$ cat src/bridge_cfg_pkg.sv
// Constants and carrier types for the bridge bus number and I/O base registers
//
// Behaviour
// - Upstream bus index, byte 0 of 0x18, RW, reset 0, steers secondary Type 1 decode.
// - Downstream bus index, bits 15:8, RW, reset 0, steers primary Type 1 claim.
// - Highest bus behind, bits 23:16, RW, reset 0, bounds downstream Type 1 forwarding.
// - Secondary master timer counts clocks from frame start, expiry from bits 31:27.
// - Bits 26:24 of the timer byte read zero and ignore writes.
// - Timer zero with grant removed ends after first data phase, except MWI.
// - I/O base bits 7:4 give address 15:12, low 12 zero, upper 16 external.
// - I/O window has 4 KB granularity and decides which I/O cycles forward.
// - Bits 3:0 of I/O base read fixed 0x1 for 32-bit I/O decode.
// - I/O limit field at address 15:12 closes the top of the window.
package bridge_cfg_pkg;
   // ******************************************
   // Offsets, reset values and commands
   // ******************************************
   localparam logic [7:0] BUS_NUM_OFFSET    = 8'h18;
   localparam logic [7:0] IO_BASE_OFFSET    = 8'h1C;
   localparam int         TIMER_LSB         = 27;
   localparam int         TIMER_STEP_BITS   = 3;
   localparam logic [7:0] BUS_RESET         = 8'h00;
   localparam logic [4:0] TIMER_RESET       = 5'h00;
   localparam logic [3:0] IO_BASE_RESET     = 4'h0;
   localparam logic [3:0] IO_LIMIT_RESET    = 4'h0;
   localparam logic [3:0] IO_DECODE_32      = 4'h1;
   localparam logic [3:0] CMD_MWI           = 4'hF;
   localparam logic [3:0] CMD_IO_READ       = 4'h2;
   localparam logic [3:0] CMD_IO_WRITE      = 4'h3;

   // ******************************************
   // Carrier types
   // ******************************************
   typedef struct packed {
      logic [7:0] upstream_bus_index;
      logic [7:0] downstream_bus_index;
      logic [7:0] highest_bus_behind;
      logic [4:0] downstream_master_timer;
      logic [3:0] io_window_bottom;
   } cfg_regs_t;

   typedef struct packed {
      logic        write;
      logic [7:0]  offset;
      logic [3:0]  upstream_cmd_byte_en_n;
      logic [31:0] data;
   } cfg_access_t;

   typedef enum logic [1:0] {
      MT_IDLE    = 2'b00,
      MT_RUN     = 2'b01,
      MT_EXPIRED = 2'b11
   } timer_state_t;
endpackage

$ cat src/bridge_cfg_regs.sv
// Bridge configuration registers for bus numbers, secondary timer and I/O base
`timescale 1ns/1ps
module bridge_cfg_regs (
   input  wire logic                        SYS_CLK,
   input  wire logic                        RST_N,
   // ******************************************
   // Configuration access
   // ******************************************
   input  wire bridge_cfg_pkg::cfg_access_t CFG_REQ,
   input  wire logic                        CFG_VALID,
   output logic [31:0]                      CFG_RDATA,
   output logic                             CFG_ACK,
   // ******************************************
   // Window limit and upper address
   // ******************************************
   // Held in neighbouring registers outside this block
   input  wire logic [3:0]                  IO_WINDOW_TOP_BITS,
   input  wire logic [15:0]                 IO_UPPER_BITS,
   // ******************************************
   // Cycles to be decoded
   // ******************************************
   input  wire logic                        PRI_TYPE1_VALID,
   input  wire logic [7:0]                  PRI_TYPE1_BUS,
   input  wire logic                        SEC_TYPE1_VALID,
   input  wire logic [7:0]                  SEC_TYPE1_BUS,
   input  wire logic                        IO_CYCLE_VALID,
   input  wire logic [31:0]                 IO_CYCLE_ADDR,
   // ******************************************
   // Own secondary master transaction
   // ******************************************
   input  wire logic                        SEC_FRAME_START,
   input  wire logic                        SEC_MASTER_BUSY,
   input  wire logic                        SEC_GRANT,
   input  wire logic [3:0]                  SEC_COMMAND,
   // ******************************************
   // Registered decode results
   // ******************************************
   output logic                             PRI_CLAIM_TO_TYPE0,
   output logic                             PRI_CLAIM_TO_TYPE1,
   output logic                             SEC_TO_SPECIAL,
   output logic                             SEC_PASS_UPSTREAM,
   output logic                             IO_FORWARD,
   output logic                             SEC_END_AFTER_PHASE
);
   // ******************************************
   // Block state
   // ******************************************
   typedef struct packed {
      bridge_cfg_pkg::cfg_regs_t regs;
      logic [31:0]               rdata;
      logic                      ack;
      logic                      to_type0;
      logic                      to_type1;
      logic                      to_special;
      logic                      upstream;
      logic                      io_fwd;
   } state_t;

   state_t cur;
   state_t next_cur;
   logic   timer_end;

   // ******************************************
   // Read-back and range helpers
   // ******************************************
   // Limit nibble is read back from its input; only the base is stored here
   function automatic logic [31:0] read_word(input bridge_cfg_pkg::cfg_regs_t r, input logic [7:0] off);
      logic [31:0] w;
      w = 32'h0000_0000;
      if (off == bridge_cfg_pkg::BUS_NUM_OFFSET) begin
         w = {r.downstream_master_timer, 3'h0,
              r.highest_bus_behind, r.downstream_bus_index, r.upstream_bus_index};
      end else if (off == bridge_cfg_pkg::IO_BASE_OFFSET) begin
         w = {16'h0000, IO_WINDOW_TOP_BITS, bridge_cfg_pkg::IO_DECODE_32,
              r.io_window_bottom, bridge_cfg_pkg::IO_DECODE_32};
      end
      return w;
   endfunction

   function automatic logic in_bus_range(input bridge_cfg_pkg::cfg_regs_t r, input logic [7:0] bus);
      return (bus > r.downstream_bus_index) && (bus <= r.highest_bus_behind);
   endfunction

   // ******************************************
   // Register update and cycle decode
   // ******************************************
   always_comb begin
      logic [31:0] lo;
      logic [31:0] hi;
      lo       = {IO_UPPER_BITS, cur.regs.io_window_bottom, 12'h000};
      hi       = {IO_UPPER_BITS, IO_WINDOW_TOP_BITS, 12'hFFF};
      next_cur = cur;
      // Every access is acknowledged, refused ones too
      next_cur.ack   = CFG_VALID;
      next_cur.rdata = 32'h0000_0000;
      if (CFG_VALID && !CFG_REQ.write) begin
         next_cur.rdata = read_word(cur.regs, CFG_REQ.offset);
      end
      // Byte by byte; read-only bits have no storage to hit
      if (CFG_VALID && CFG_REQ.write) begin
         if (CFG_REQ.offset == bridge_cfg_pkg::BUS_NUM_OFFSET) begin
            if (!CFG_REQ.upstream_cmd_byte_en_n[0]) begin
               next_cur.regs.upstream_bus_index = CFG_REQ.data[7:0];
            end
            if (!CFG_REQ.upstream_cmd_byte_en_n[1]) begin
               next_cur.regs.downstream_bus_index = CFG_REQ.data[15:8];
            end
            if (!CFG_REQ.upstream_cmd_byte_en_n[2]) begin
               next_cur.regs.highest_bus_behind = CFG_REQ.data[23:16];
            end
            if (!CFG_REQ.upstream_cmd_byte_en_n[3]) begin
               next_cur.regs.downstream_master_timer = CFG_REQ.data[31:bridge_cfg_pkg::TIMER_LSB];
            end
         end else if (CFG_REQ.offset == bridge_cfg_pkg::IO_BASE_OFFSET) begin
            if (!CFG_REQ.upstream_cmd_byte_en_n[0]) begin
               next_cur.regs.io_window_bottom = CFG_REQ.data[7:4];
            end
         end
      end
      // Decode of bus-numbered configuration cycles and of I/O cycles against the window
      next_cur.to_type0   = PRI_TYPE1_VALID && PRI_TYPE1_BUS == cur.regs.downstream_bus_index;
      next_cur.to_type1   = PRI_TYPE1_VALID && in_bus_range(cur.regs, PRI_TYPE1_BUS);
      next_cur.to_special = SEC_TYPE1_VALID && SEC_TYPE1_BUS == cur.regs.upstream_bus_index;
      next_cur.upstream   = SEC_TYPE1_VALID && SEC_TYPE1_BUS != cur.regs.upstream_bus_index &&
                            !(SEC_TYPE1_BUS >= cur.regs.downstream_bus_index &&
                              SEC_TYPE1_BUS <= cur.regs.highest_bus_behind);
      next_cur.io_fwd     = IO_CYCLE_VALID && IO_CYCLE_ADDR >= lo && IO_CYCLE_ADDR <= hi;
   end

   // ******************************************
   // State register
   // ******************************************
   always_ff @(posedge SYS_CLK or negedge RST_N) begin
      if (!RST_N) begin
         cur <= '{regs: '{upstream_bus_index:      bridge_cfg_pkg::BUS_RESET,
                          downstream_bus_index:    bridge_cfg_pkg::BUS_RESET,
                          highest_bus_behind:      bridge_cfg_pkg::BUS_RESET,
                          downstream_master_timer: bridge_cfg_pkg::TIMER_RESET,
                          io_window_bottom:        bridge_cfg_pkg::IO_BASE_RESET},
                  rdata:   32'h0000_0000,
                  default: 1'b0};
      end else begin
         cur <= next_cur;
      end
   end

   // ******************************************
   // Secondary master timer
   // ******************************************
   bridge_timer u_timer (
      .sys_clk         (SYS_CLK),
      .rst_n           (RST_N),
      .timer_value     (cur.regs.downstream_master_timer),
      .frame_start     (SEC_FRAME_START),
      .master_busy     (SEC_MASTER_BUSY),
      .grant           (SEC_GRANT),
      .command         (SEC_COMMAND),
      .end_after_phase (timer_end)
   );

   // ******************************************
   // Outputs
   // ******************************************
   assign CFG_RDATA           = cur.rdata;
   assign CFG_ACK             = cur.ack;
   assign PRI_CLAIM_TO_TYPE0  = cur.to_type0;
   assign PRI_CLAIM_TO_TYPE1  = cur.to_type1;
   assign SEC_TO_SPECIAL      = cur.to_special;
   assign SEC_PASS_UPSTREAM   = cur.upstream;
   assign IO_FORWARD          = cur.io_fwd;
   assign SEC_END_AFTER_PHASE = timer_end;
endmodule

$ cat src/bridge_timer.sv
// Secondary master latency timer
`timescale 1ns/1ps
module bridge_timer (
   input  wire logic                        sys_clk,
   input  wire logic                        rst_n,
   input  wire logic [4:0]                  timer_value,
   input  wire logic                        frame_start,
   input  wire logic                        master_busy,
   input  wire logic                        grant,
   input  wire logic [3:0]                  command,
   output logic                             end_after_phase
);
   // ******************************************
   // Timer state
   // ******************************************
   typedef struct packed {
      bridge_cfg_pkg::timer_state_t state;
      logic [7:0]                   count;
      logic                         stop;
   } timer_t;

   timer_t cur;
   timer_t next_cur;
   logic [7:0] limit;

   // ******************************************
   // Next state
   // ******************************************
   // Count starts at one on the edge that sees the frame
   always_comb begin
      limit    = {timer_value, 3'h0};
      next_cur = cur;
      unique case (cur.state)
         bridge_cfg_pkg::MT_IDLE: begin
            next_cur.count = 8'h00;
            if (frame_start) begin
               next_cur.state = bridge_cfg_pkg::MT_RUN;
               next_cur.count = 8'h01;
            end
         end
         bridge_cfg_pkg::MT_RUN: begin
            if (cur.count >= limit) begin
               next_cur.state = bridge_cfg_pkg::MT_EXPIRED;
            end else begin
               next_cur.count = cur.count + 8'h01;
            end
         end
         bridge_cfg_pkg::MT_EXPIRED: begin
         end
         default: next_cur.state = bridge_cfg_pkg::MT_IDLE;
      endcase
      if (!master_busy) begin
         next_cur.state = bridge_cfg_pkg::MT_IDLE;
      end
      // Expired timer or zero value, grant gone, not MWI
      next_cur.stop = master_busy && !grant && (command != bridge_cfg_pkg::CMD_MWI) &&
                      (timer_value == 5'h00 || next_cur.state == bridge_cfg_pkg::MT_EXPIRED);
   end

   // ******************************************
   // State register
   // ******************************************
   always_ff @(posedge sys_clk or negedge rst_n) begin
      if (!rst_n) begin
         cur <= '{bridge_cfg_pkg::MT_IDLE, 8'h00, 1'b0};
      end else begin
         cur <= next_cur;
      end
   end

   assign end_after_phase = cur.stop;
endmodule

$ cat config.mk
export PLATFORM = sky130hd
export DESIGN_NAME = bridge_cfg_regs
export DESIGN_NICKNAME = d
export VERILOG_FILES = /design/src/bridge_cfg_pkg.sv /design/src/bridge_cfg_regs.sv /design/src/bridge_timer.sv
export SDC_FILE = /design/constraint.sdc
export NUM_CORES = 1
export LEC_CHECK = 0
export BUFFER_PORTS_ARGS = -buffer_cell sky130_fd_sc_hd__buf_2
export CAP_MARGIN = 15
export CORE_MARGIN = 1.5
export CORE_UTILIZATION = 51
export CTS_CLUSTER_DIAMETER = 80
export CTS_CLUSTER_SIZE = 16
export DETAILED_ROUTE_END_ITERATION = 8
export PLACE_DENSITY = 0.87
export SETUP_SLACK_MARGIN = 0.2
export SKIP_CTS_REPAIR_TIMING = 1
export SLEW_MARGIN = 5
export SYNTH_ARGS = -nofsm -noshare
export SYNTH_HDL_FRONTEND = slang
export SYNTH_SLANG_ARGS = --single-unit
$ cat constraint.sdc
create_clock -name SYS_CLK -period 2.6 [get_ports SYS_CLK]
set_input_delay 0.13 -clock SYS_CLK [delete_from_list [all_inputs] [get_ports SYS_CLK]]
set_output_delay 0.13 -clock SYS_CLK [all_outputs]
set_load 0.05 [all_outputs]
# Word-level counts from Yosys, hierarchy flattened
# Cells that the tools add are included.
[word_totals]
ff_bits = 82
output_inout_bits = 39
input_bits = 126
[classes]
magnitude_cmp = 7
mux = 9
bitwise_logic = 5
add_sub_neg = 1
n_eq_ne = 10
n_reduce_logical = 27
[op_table]
columns = ["operator", "count"]
rows = [
  ["$mux 32", 2],
  ["$ge 32x32->1", 1],
  ["$le 32x32->1", 1],
  ["$eq 8x5->1 const B", 2],
  ["$eq 8x8->1", 2],
  ["$ge 8x8->1", 2],
  ["$le 8x8->1", 2],
  ["$mux 16", 1],
  ["$pmux 8 s2", 1],
  ["$logic_and 1x1->1", 14],
  ["$reduce_and 3->1", 4],
  ["$mux 10", 1],
  ["$add 8x1->8 const B", 1],
  ["$gt 8x8->1", 1],
  ["$mux 8", 1],
  ["$ne 8x8->1", 1],
  ["$pmux 2 s3", 1],
  ["$logic_not 5->1", 1],
  ["$not 1->1", 5],
  ["$eq 2x2->1 const B", 2],
  ["$mux 2", 2],
  ["$ne 4x4->1 const B", 1],
  ["$reduce_and 4->1", 1],
  ["$logic_not 1->1", 3],
  ["6 further kinds", 6],
]

# Depth between registers and ports, before layout
[depth]
ltp_word = 7
depth_mapped = 8
ltp_nobuf = 8

# Hierarchy
# From an unflattened synthesis, not the netlist that was laid out.
[hier_totals]
hier_cells = 470
hier_area_um2 = 5037.3
[modules_own_cells]
columns = ["mod", "seq_area_each_um2", "cells_per_inst", "instances", "area_per_inst_um2"]
rows = [
  ["bridge_cfg_regs", 1701.6, 383, 1, 4232.8],
  ["bridge_timer", 275.3, 87, 1, 804.5],
]

# Worst setup path before layout
# OpenSTA, ideal clock, no wires.
[synth_timing]
path_type = "flip-flop to flip-flop"
from = "reg u_timer.cur[4] (netlist name)"
to = "reg u_timer.cur[2] (netlist name)"
slack_ns = 0.775
n_path_buf = 0
setup_time_ns = 0.133
period_less_slack_ns = 1.825
t_required_ns = 2.467
arrival_ns = 1.692
path_stages_with_launch = 9
cell_sequence = "dfrtp_1 > inv_1 > ha_1 > nand3b_1 > a21o_1 > a21oi_1 > nand2b_1 > mux2i_1 > nor2_1"
[synth_between]
elab_chain_len = 3
[synth_rtl]
columns = ["item", "line_no", "rtl"]
rows = [
  ["from (decl)", "bridge_timer.sv:22", "timer_t cur;"],
  ["from (signal assigned)", "bridge_timer.sv:65", "cur <= '{bridge_cfg_pkg::MT_IDLE, 8'h00, 1'b0};"],
  ["from (signal assigned)", "bridge_timer.sv:67", "cur <= next_cur;"],
  ["$ge 8x8->1", "bridge_timer.sv:42", "if (cur.count >= limit) begin"],
  ["$ne 2x2->1 (no line)", "n/a", ""],
  ["$reduce_and 2->1 (no line)", "n/a", ""],
]
# Every way passes these cells.
# A chain may end at the register's enable or synchronous reset.

# Worst setup path in the final report
[layout_timing]
from = "reg cur[46] (netlist name)"
to = "reg u_timer.cur[7] (netlist name)"
[layout_between]
elab_chain_len = 3
[layout_rtl]
columns = ["item", "line_no", "rtl"]
rows = [
  ["from (decl)", "bridge_cfg_regs.sv:59", "state_t cur;"],
  ["from (signal assigned)", "bridge_cfg_regs.sv:135", "cur <= '{regs: '{upstream_bus_index: bridge_cfg_pkg::BUS_RESET,"],
  ["from (signal assigned)", "bridge_cfg_regs.sv:143", "cur <= next_cur;"],
  ["$ge 8x8->1", "bridge_timer.sv:42", ""],
  ["$ne 2x2->1 (no line)", "n/a", ""],
  ["$reduce_and 2->1 (no line)", "n/a", ""],
]
# Every way passes these cells.

==> reports/summary.txt <==
status - finished, violations left
failing checks - negative hold slack
fillcell total - 758
mapped cell area - 0.00491 mm²
DRT Wirelength - 11.9 mm
Hold Path Class - input port to async pin
global route hottest layer - met2
Clock H-tree levels - 3
syn_area_per_cell - 10.6 µm²
gr usage total - 24.2%
post-detail-place hpwl - 9.62 mm
CTS buffer count - 9
clk_lat worst skew - 0.34 ns
Yosys Warn Count - 0
vias - 3917
Mapped Cells - 461
Routed Antenna Nets - 0
Starting DRT DRC Count - 162
drt pass-1 iters - 4
I/O pin cnt - 165
EDFF count, synth - 0
final core occ - 63.5%
diodes inserted - 0
RSZ-0062 raised after global routing - no
Power Density - 464 mW/mm²
WL per Instance - 16.3 µm
clk slew on worst S/H paths - 0.08 ns
Slew Viols, Final - 0
FF+latch count, synth - 79
clock sinks - 79
min cycle time layout - 1.98 ns
Rows - 35
Fmax - 504 MHz
WP data arrival - 2.20 ns
largest net degree at the start of global routing - 80
worst slew pin tran - 0.993 ns
layout cells sized above 1 - 35.0%
Final Wtd Congestion - 0.896
VDD IR-drop max - 0.000367 V
Via density - 5.34
Worst Setup End Kind - flop
Leak - 3.17 nW
post-synthesis cell type count - 47
CP Max Fanout - 3
Seq/Total Area, Yosys - 40.3%
Critical Path Source Type - flop
max-cap check violation count - 0
Total Nets Final - 789
Rel. slew slack - 33.8%
GRT met3 Usage - 5.89%
die height - 101 µm
CTS tree - built
first-pass GRT wire length - 19.0 mm
endpoints failing setup - 0
predominant post-synthesis flop cell - dfrtp_1
initial core utilization - 52.9%
initial antenna violation count - 0
GR Layer Usage met2 - 43.1%
Layout area overhead - 20.2%
hold_ws - -0.0786 ns
CTS root buf - clkbuf_8
vias in the first global route - 4078
maximum clock insertion buffer count - 2
Final Cycle Share - 76.3%
Tot Pwr - 0.00274 W
Crit Path Category - flop to flop
gr ovfl total - 0
commonest non-fill, non-tap cell in the layout - buf_2
core area - 0.00928 mm²
most frequent cells in the layout - 157 x buf_2, 79 x dfrtp_1, 63 x ha_1
ys async rst share - 100%
chip width - 101 µm
total die area - 0.0102 mm²
Worst Skew - 0.00706 ns
Port Buf Inserts - 158
Remaining DRCs - 0
Worst EP required - 2.82 ns
Total Neg Setup Slack - 0 ns
final hold vios - 80
M1 GR Usage - 27.9%
[cells by family after synthesis]
kind of cell / synth area share (%)
DFF: 40.3
AOI/OAI and AO/OA: 9.13
and+or+nand+nor: 15.1
buffers and inverters: 9.26
other: 0.0764
xor gates and xnor gates: 2.32
adders and majority gates: 16.1
muxes: 7.78
[per-stage QoR]
| stage | instance area (µm²) | setup slack, ns | hold slack (ns) | std cells |
|---|---|---|---|---|
| 5_1_grt | 5900 | 0.417 | 0.0000799 | 734 |
| 3_3_place_gp | 5620 | 0.568 | 0.325 | 714 |
| 2_1_floorplan | 4910 | 0.775 | -0.166 | 463 |
| 6_report | 5900 | 0.616 | -0.0786 | 734 |
| 3_5_place_dp | 5620 | 0.504 | 0.329 | 714 |
| 4_1_cts | 5860 | 0.626 | -0.0415 | 730 |
[sequential cells by signal (all words and copies together), names as in the netlist]
name / flops
cur: 33
u_timer.end_after_phase: 1
PRI_CLAIM_TO_TYPE0: 1
PRI_CLAIM_TO_TYPE1: 1
IO_FORWARD: 1
SEC_TO_SPECIAL: 1
u_timer.cur: 10
SEC_PASS_UPSTREAM: 1
CFG_RDATA: 29
CFG_ACK: 1
[critical path, stage by stage, from the launching register on]
cell and delay (ns):
dfrtp_1 0.38, inv_1 0.08, ha_1 0.33, a211oi_1 0.40, nand4_1 0.21, nor3_1 0.25, xnor2_1 0.15, nor2_1 0.05
[power by group]
| group | leakage (nW) | total (W) | switching, W | internal (W) |
|---|---|---|---|---|
| Sequential | 1.09 | 0.00126 | 0.0000147 | 0.00124 |
| Combinational | 1.97 | 0.000390 | 0.000218 | 0.000172 |
| Clock | 0.114 | 0.00109 | 0.000449 | 0.000641 |
[synthesized netlist by cell type (2+ instances only)]
library cell | count | share of area (%)
a211oi_1 | 4 | 0.61
a21o_1 | 13 | 2.0
a21oi_1 | 19 | 1.9
a22oi_1 | 8 | 1.2
and2_1 | 5 | 0.64
and3_1 | 2 | 0.25
buf_4 | 32 | 4.9
clkbuf_1 | 6 | 0.46
dfrtp_1 | 79 | 40
ha_1 | 63 | 16
inv_1 | 51 | 3.9
mux2_1 | 5 | 1.1
mux2_2 | 28 | 6.4
nand2_1 | 11 | 0.84
nand2b_1 | 6 | 0.76
nand3_1 | 3 | 0.31
nand3_4 | 2 | 0.71
nand3b_1 | 2 | 0.31
nand4_1 | 17 | 2.2
nor2_1 | 20 | 1.5
nor2_4 | 2 | 0.46
nor2_8 | 4 | 1.6
nor2b_1 | 4 | 0.51
nor3_1 | 5 | 0.51
nor4_1 | 22 | 2.8
nor4b_1 | 2 | 0.36
o21a_1 | 4 | 0.61
o21ai_0 | 11 | 1.1
o22ai_1 | 2 | 0.25
xnor2_1 | 5 | 0.89
xor2_1 | 8 | 1.4
[routing by layer]
layer  vias to the layer above  share of wire [%]
li1                       1878                  -
met1                      1884                 41
met2                       122                 51
met3                        33                5.3
met4                         0                2.5
met5                         -                  0
[cell type report]
cell class	count	area (µm²)	area share (%)
clock buffers	11	131	2.23
flip-flops and latches	79	1980	33.5
multi-input cells	295	2480	42.1
clock inverters	5	106	1.80
inverters	51	191	3.24
repair buffers	164	848	14.4
well taps	129	161	2.74
[worst paths after layout]
check	startpoint	to	slack, ns	cells past startpoint
worst max-delay path	cur[46]	u_timer.cur[7]	0.62	7
worst min-delay path	RST_N	cur[51]	-0.08	1
worst max register to register	cur[46]	u_timer.cur[7]	0.62	7
worst min register to register	cur[53]	cur[53]	0.51	1
max in group asynchronous	RST_N	IO_FORWARD	2.01	1
min in group SYS_CLK	CFG_REQ[22]	cur[53]	0	2
No activity file was read; power rests on OpenSTA's default activity.
